`config.mk`:
```
export PLATFORM = sky130hd
export DESIGN_NAME = run_sync_pixel_advance
export DESIGN_NICKNAME = d
export VERILOG_FILES = /design/src/inc/run_sync_pkg.sv /design/src/hdl/run_sync_pixel_advance.sv
export VERILOG_INCLUDE_DIRS = /design/src /design/src/inc
export SDC_FILE = /design/constraint.sdc
export NUM_CORES = 1
export LEC_CHECK = 0
export BUFFER_PORTS_ARGS = -buffer_cell sky130_fd_sc_hd__buf_2
export CORE_AREA = 2 2 164 126
export CTS_CLUSTER_DIAMETER = 200
export DETAILED_ROUTE_END_ITERATION = 10
export DIE_AREA = 0 0 166 128
export GPL_TIMING_DRIVEN = 0
export PLACE_DENSITY = 0.58
export SYNTH_ARGS = -nofsm -noshare
export SYNTH_HDL_FRONTEND = slang
export SYNTH_SLANG_ARGS = --single-unit
```
`constraint.sdc`:
```
create_clock -name ref_clk -period 4.1 [get_ports ref_clk]
set_input_delay 0.205 -clock ref_clk [delete_from_list [all_inputs] [get_ports ref_clk]]
set_output_delay 0.205 -clock ref_clk [all_outputs]
set_load 0.05 [all_outputs]
```
`src/inc/run_sync_regs.svh`:
```
// register map and bit positions of the run, gate and pixel-advance block
// Functional notes
// - run held off until start and all ready
// - master drives front input onto backplane
// - non-masters take signals from backplane
// - master lights indicator per mastered function
// - run-ready master bridges line to front connector
// - ready rising means all started together
// - normal mode halting gate stops counters
// - polarity setting inverts gate halting level
// - gate trailing edge advances pixel
// - inverted polarity advances on rising edge
// - gate ignore advances pixel, keeps acquiring
// - gate ignore still waits first release
// - clock advance every N rising edges
// - start on first clock edge or gate
`ifndef RUN_SYNC_REGS_SVH
`define RUN_SYNC_REGS_SVH
`define CTRL_OFFSET 8'h00
`define DIV_OFFSET 8'h04
`define STATUS_OFFSET 8'h08
`define PIXEL_OFFSET 8'h0c
`define CTRL_START_BIT 0
`define CTRL_STOP_BIT 1
`define CTRL_MAPPING_BIT 2
`define CTRL_POLARITY_BIT 3
`define CTRL_IGNORE_BIT 4
`define CTRL_CLKADV_BIT 5
`define CTRL_EDGESTART_BIT 6
`define CTRL_RUNMASTER_BIT 7
`define CTRL_GATEMASTER_BIT 8
`define CTRL_CLKMASTER_BIT 9
`define CTRL_WIDTH 10
`define CTRL_RESET 10'h000
`define DIV_RESET 16'h0001
`define SYNC_WIDTH 6
`endif

```
`src/inc/run_sync_pkg.sv`:
```
// types shared by the run synchronisation logic
package run_sync_pkg;
    typedef enum logic [3:0] {
        ST_IDLE = 4'h1,
        ST_ARMED = 4'h2,
        ST_WAIT = 4'h4,
        ST_RUN = 4'h8
    } run_state_type;
endpackage

```
`src/hdl/run_sync_pixel_advance.sv`:
```
// run start, gate and pixel advance control of one module
`timescale 1ns/1ns
`include "run_sync_regs.svh"
module run_sync_pixel_advance #(
    parameter int PIXEL_WIDTH = 32,
    parameter int DIV_WIDTH = 16
) (
    input wire logic ref_clk,
    input wire logic rst,
    input wire logic [7:0] addr,
    input wire logic [31:0] wdata,
    input wire logic wr,
    input wire logic rd,
    output logic [31:0] rdata,
    input wire logic run_ready_line_in,
    output logic run_ready_line_out,
    output logic run_ready_line_oe,
    input wire logic fp_run_in,
    output logic fp_run_out,
    output logic fp_run_oe,
    input wire logic fp_gate_in,
    input wire logic bp_gate_in,
    output logic bp_gate_out,
    output logic bp_gate_oe,
    input wire logic fp_pclk_in,
    input wire logic bp_pclk_in,
    output logic bp_pclk_out,
    output logic bp_pclk_oe,
    output logic led_run_master,
    output logic led_gate_master,
    output logic led_pclk_master,
    output logic acquire,
    output logic pixel_advance,
    output run_sync_pkg::run_state_type run_state
);
    import run_sync_pkg::*;

    // ****************************************
    // registers and synchronisers
    // ****************************************
    logic [`CTRL_WIDTH-1:0] ctrl_reg;
    logic [DIV_WIDTH-1:0] div_reg;
    logic [PIXEL_WIDTH-1:0] pixel_reg;
    logic [DIV_WIDTH-1:0] pclk_cnt_reg;
    run_state_type state_reg;
    run_state_type state_next;
    logic [`SYNC_WIDTH-1:0] meta_reg;
    logic [`SYNC_WIDTH-1:0] sync_reg;
    logic gate_prev_reg;
    logic pclk_prev_reg;
    logic bp_from_fp_reg;
    logic start_pulse;
    logic stop_pulse;
    logic mapping;
    logic polarity;
    logic ignore;
    logic clk_adv;
    logic edge_start;
    logic ready_s;
    logic fp_run_s;
    logic gate_s;
    logic pclk_s;
    logic gate_acq;
    logic gate_trail;
    logic gate_release;
    logic pclk_rise;
    logic [DIV_WIDTH-1:0] div_eff;

    assign start_pulse = wr && addr == `CTRL_OFFSET && wdata[`CTRL_START_BIT];
    assign stop_pulse = wr && addr == `CTRL_OFFSET && wdata[`CTRL_STOP_BIT];
    assign mapping = ctrl_reg[`CTRL_MAPPING_BIT];
    assign polarity = ctrl_reg[`CTRL_POLARITY_BIT];
    assign ignore = ctrl_reg[`CTRL_IGNORE_BIT] && mapping;
    assign clk_adv = ctrl_reg[`CTRL_CLKADV_BIT] && mapping;
    assign edge_start = ctrl_reg[`CTRL_EDGESTART_BIT] && clk_adv;

    always_ff @(posedge ref_clk)
    begin
        if (rst)
        begin
            meta_reg <= '0;
            sync_reg <= '0;
        end
        else
        begin
            meta_reg <= {run_ready_line_in, fp_run_in, fp_gate_in, bp_gate_in, fp_pclk_in, bp_pclk_in};
            sync_reg <= meta_reg;
        end
    end

    assign ready_s = sync_reg[5];
    assign fp_run_s = sync_reg[4];
    // master uses its own front input, others the backplane
    assign gate_s = ctrl_reg[`CTRL_GATEMASTER_BIT] ? sync_reg[3] : sync_reg[2];
    assign pclk_s = ctrl_reg[`CTRL_CLKMASTER_BIT] ? sync_reg[1] : sync_reg[0];

    // polarity selects which gate level halts acquisition
    assign gate_acq = polarity ? !gate_s : gate_s;
    // trailing edge is acquiring-to-halting on the interpreted gate
    assign gate_trail = gate_prev_reg && !gate_acq;
    assign gate_release = !gate_prev_reg && gate_acq;
    assign pclk_rise = !pclk_prev_reg && pclk_s;
    // a divider of zero would never advance, so it behaves as one
    assign div_eff = (div_reg == '0) ? DIV_WIDTH'(1) : div_reg;

    always_ff @(posedge ref_clk)
    begin
        if (rst)
        begin
            gate_prev_reg <= 1'b0;
            pclk_prev_reg <= 1'b0;
        end
        else
        begin
            gate_prev_reg <= gate_acq;
            pclk_prev_reg <= pclk_s;
        end
    end

    // ****************************************
    // register bus
    // ****************************************
    always_ff @(posedge ref_clk)
    begin
        if (rst)
        begin
            ctrl_reg <= `CTRL_RESET;
            div_reg <= `DIV_RESET;
        end
        else if (wr)
        begin
            if (addr == `CTRL_OFFSET)
                ctrl_reg <= {wdata[`CTRL_WIDTH-1:2], 2'b00};
            if (addr == `DIV_OFFSET)
                div_reg <= wdata[DIV_WIDTH-1:0];
        end
    end

    always_ff @(posedge ref_clk)
    begin
        if (rst)
            rdata <= '0;
        else if (rd)
        begin
            unique case (addr)
                `CTRL_OFFSET: rdata <= 32'(ctrl_reg);
                `DIV_OFFSET: rdata <= 32'(div_reg);
                `STATUS_OFFSET: rdata <= {24'h000000, gate_s, ready_s, acquire, 1'b0, state_reg};
                `PIXEL_OFFSET: rdata <= 32'(pixel_reg);
                default: rdata <= '0;
            endcase
        end
        else
            rdata <= '0;
    end

    // ****************************************
    // run state
    // ****************************************
    always_comb
    begin
        state_next = state_reg;
        unique case (state_reg)
            ST_IDLE:
                // only the own start command arms the run
                if (start_pulse)
                    state_next = ST_ARMED;
            ST_ARMED:
                // ready rising means every module has started
                if (ready_s)
                    state_next = ST_WAIT;
            ST_WAIT:
                // first clock edge or first gate release
                if (edge_start ? pclk_rise : gate_acq)
                    state_next = ST_RUN;
            ST_RUN:
                state_next = ST_RUN;
        endcase
        if (stop_pulse)
            state_next = ST_IDLE;
    end

    always_ff @(posedge ref_clk)
    begin
        if (rst)
            state_reg <= ST_IDLE;
        else
            state_reg <= state_next;
    end

    always_ff @(posedge ref_clk)
    begin
        if (rst)
            run_state <= ST_IDLE;
        else
            run_state <= state_next;
    end

    // halting gate stops events and counters unless ignored or edge start is set
    always_ff @(posedge ref_clk)
    begin
        if (rst)
            acquire <= 1'b0;
        else
            acquire <= state_reg == ST_RUN && (ignore || edge_start || gate_acq);
    end

    // ****************************************
    // pixel advance
    // ****************************************
    always_ff @(posedge ref_clk)
    begin
        if (rst || state_reg != ST_RUN)
            pclk_cnt_reg <= '0;
        // count rising edges up to N
        else if (clk_adv && pclk_rise)
            pclk_cnt_reg <= (pclk_cnt_reg == div_eff - DIV_WIDTH'(1)) ? '0 : pclk_cnt_reg + DIV_WIDTH'(1);
    end

    always_ff @(posedge ref_clk)
    begin
        if (rst || state_reg != ST_RUN || !mapping)
            pixel_advance <= 1'b0;
        else if (clk_adv)
            pixel_advance <= pclk_rise && pclk_cnt_reg == div_eff - DIV_WIDTH'(1);
        else
            // advance on the trailing gate edge
            pixel_advance <= gate_trail;
    end

    always_ff @(posedge ref_clk)
    begin
        if (rst || start_pulse)
            pixel_reg <= '0;
        else if (pixel_advance)
            pixel_reg <= pixel_reg + PIXEL_WIDTH'(1);
    end

    // ****************************************
    // backplane and front panel drivers
    // ****************************************
    // pull the wired-OR line low until started
    // master joins the line with its front connector
    always_ff @(posedge ref_clk)
    begin
        if (rst)
        begin
            run_ready_line_oe <= 1'b1;
            fp_run_oe <= 1'b0;
            bp_from_fp_reg <= 1'b0;
            run_ready_line_out <= 1'b0;
            fp_run_out <= 1'b0;
        end
        else
        begin
            // open-drain: the driven level is always low, only the enable moves
            run_ready_line_out <= 1'b0;
            fp_run_out <= 1'b0;
            // loop guard: a low coming in from the front is not echoed back out
            bp_from_fp_reg <= ctrl_reg[`CTRL_RUNMASTER_BIT] && !fp_run_s && !fp_run_oe;
            run_ready_line_oe <= state_reg == ST_IDLE || bp_from_fp_reg;
            fp_run_oe <= ctrl_reg[`CTRL_RUNMASTER_BIT] && !ready_s && !bp_from_fp_reg;
        end
    end

    // master drives its front signals onto the backplane
    always_ff @(posedge ref_clk)
    begin
        if (rst)
        begin
            bp_gate_oe <= 1'b0;
            bp_gate_out <= 1'b0;
            bp_pclk_oe <= 1'b0;
            bp_pclk_out <= 1'b0;
        end
        else
        begin
            bp_gate_oe <= ctrl_reg[`CTRL_GATEMASTER_BIT];
            bp_gate_out <= sync_reg[3];
            bp_pclk_oe <= ctrl_reg[`CTRL_CLKMASTER_BIT];
            bp_pclk_out <= sync_reg[1];
        end
    end

    always_ff @(posedge ref_clk)
    begin
        if (rst)
        begin
            led_run_master <= 1'b0;
            led_gate_master <= 1'b0;
            led_pclk_master <= 1'b0;
        end
        else
        begin
            led_run_master <= ctrl_reg[`CTRL_RUNMASTER_BIT];
            led_gate_master <= ctrl_reg[`CTRL_GATEMASTER_BIT];
            led_pclk_master <= ctrl_reg[`CTRL_CLKMASTER_BIT];
        end
    end
endmodule

```
==> reports/results.ini <==
[power_and_ir_drop]
powerDensity_mw_per_mm2=430
p_leak_nw=2.97
power.total_mw=3.09
worst_ir_drop_vdd_uv=234

[global_routing]
first_global_vias=4290
grt_overflow=0
grt_antenna_before_repair=1
grt_pass1_wl_um=23100
grt_max_degree=17
gr-usage-all-layers=0.138

[layout]
final_layout_size_suffix_gt1_frac=0.205
area_growth_pct=24.6
fillCellCount=2023
seqCellArea_mm2=0.00264
fin_nets=780
multi_input_area_mm2=0.00289

[setup_path]
critical_path.max_fanout=10
arrival_ns=4.15
startpoint_type=flop
path_class=reg -> reg
end_kind=flop
required_ns=4.40

[run_status]
status=completed

[synthesis]
synth_top_area_cell=dfxtp_1
ys_async_sr_fraction=0
ys_types=61
synth_cells=623
synth_common_cells=dfxtp_1, nor2_1, nand2_1
synth_top_cell_area_share=0.458
synth-main-ff-cell=dfxtp_1
syn_avg_cell_area_um2=9.25
ys_ff_latch=132
syn_area_mm2=0.00576
synth_top_cells_by_area=dfxtp_1, nor2_1, xor2_1
yosysMostFrequentCell=dfxtp_1
synth-edff-count=0
synth_seq_area_share=0.458
ys_warn_count=0

[drt]
routedWlPerCell_um=14.3
routed_wl_um=14300
dr.pass1.iters=4
drc_errors=0
vias=4564
antenna_left=0
vias_per_cell=4.57
dr.first_iter.drc_count=352

[place]
gp_routability_congestion=0.793
detailedPlacementHpwl_um=10700
portBuffers=79

[sta]
timing.hold.ws_ns=0.0247
fin_crit_sh=0.939
drv_slew=0
hold_viol=0
finClkSkew_ns=0.0111
rsz0062_at_grt=false
slew-limit-headroom=0.237
worst_pin_slew_ns=1.14
period_minus_slack_ns=3.85
setup_viol=0
max_freq_ghz=0.260

[cts]
cts_buffers=17
cts.path.max_buffers=2
insertion_delay_ns=0.41
clockRootBuffer=clkbuf_16
cts_sinks=132
h-tree-depth=4
clkTransAtPathRegs_ns=0.06
post-cts-setup-buffers=0
cts_tree=done

[floorplanning]
fp.dieH_um=128
die_w_um=166
die_area_mm2=0.0212
core-area_mm2=0.0198
rows=45
initial_core_util=0.292
ios=99

[hold_path]
hp-class=in -> reg

[run]
maxCapViolCount=0

placed cells by master, fill, tap and decap left out, drive strengths merged, types with 2 or more instances in the layout:
master         n
dfxtp        132
buf           95
nor2          89
nand2         44
clkbuf        38
xor2          35
xnor2         30
mux2i         29
nor3          28
nor2b         27
nand3         22
inv           19
and2          18
and3          17
a21oi         16
nand4         15
nor4           6
dlygate4sd3    5
and4           5
a31oi          4
mux4           4
nor3b          4
or4            4
nand2b         3
or3            3
a211oi         3
o211ai         3
ha             3
bufinv         3
o21ai          3
a211o          2
mux2           2
a22oi          2
a32oi          2
a21o           2
or3b           2
or4b           2
conb           2
clkinv         2
metrics by stage:
step	setup WS, ns	cell area, um^2	TNS [ns]	cells	utilization
2_1_floorplan	0.561	5770	0	624	-
3_3_place_gp	-0.0657	6490	-0.613	961	0.328
3_5_place_dp	-0.0568	6490	-0.518	961	0.328
4_1_cts	0.0883	7170	0	998	0.363
5_1_grt	0.0221	7180	0	998	0.363
6_report	0.251	7180	0	999	0.363
kinds of logic (layout without fill, tap and decap cells):
kind of cell,Yosys count,after routing,share of synthesized area
other,1,3,0.000651
DFF,132,132,0.458
muxes,35,35,0.0699
adders and majority gates,3,3,0.00651
xor gates and xnor gates,65,65,0.0988
and+or+nand+nor,294,294,0.267
AOI/OAI and AO/OA,45,45,0.0538
buffers and inverters,48,164,0.0449
layer usage:
layer	track usage	wire length, um
met1	0.206	7480
met2	0.197	5840
met3	0.0321	904
met4	0.0414	76
met5	0	0
where the power goes:
part           switching, mW  internal (mW)
registers             0.0169           1.30
logic                 0.0989         0.0571
clock network          0.622          0.993
total                  0.738           2.35
final timing paths:
kind                       startpoint                       endpoint  slack (ns)  cells past startpoint
max reg2reg  div_reg[12]$_SDFFE_PP0P_  pclk_cnt_reg[10]$_SDFFE_PP0P_        0.25                     14
min                 run_ready_line_in         meta_reg[5]$_SDFF_PP0_        0.02                      2
max          div_reg[12]$_SDFFE_PP0P_  pclk_cnt_reg[10]$_SDFFE_PP0P_        0.25                     14
min reg2reg    sync_reg[4]$_SDFF_PP0_      bp_from_fp_reg$_SDFF_PP0_        0.40                      1
repair_timing:
action                                  in CTS  in global routing
endpoints found under the setup margin      10                 14
gates resized for setup                      2                  1
hold buffers                                 5                  0
hold endpoints to repair                     5                  0
pin swaps                                    0                  1
cell type report:
class                      count  area share
timing repair buffer          84      0.0620
clock inverter                14      0.0260
buffer                        37      0.0303
clock buffer                  18      0.0611
inverter                      11     0.00575
sequential                   132       0.368
tap                          258      0.0449
antenna                        1    0.000348
multi-input combinational    444       0.402
worst max-delay path, cell delays in order (launching register included):
cell and delay [ns]:
dfxtp_1 0.31, clkbuf_1 0.30, nor4_2 0.15, nand4_1 0.15
nor2b_1 0.15, ha_1 0.20, or3b_2 0.45, buf_2 0.16
or4_1 0.46, o2111ai_1 0.09, o21ai_1 0.10, or4_4 0.57
nor4_4 0.37, buf_6 0.22, nor3_1 0.06
No activity file was read; power rests on OpenSTA's default activity.
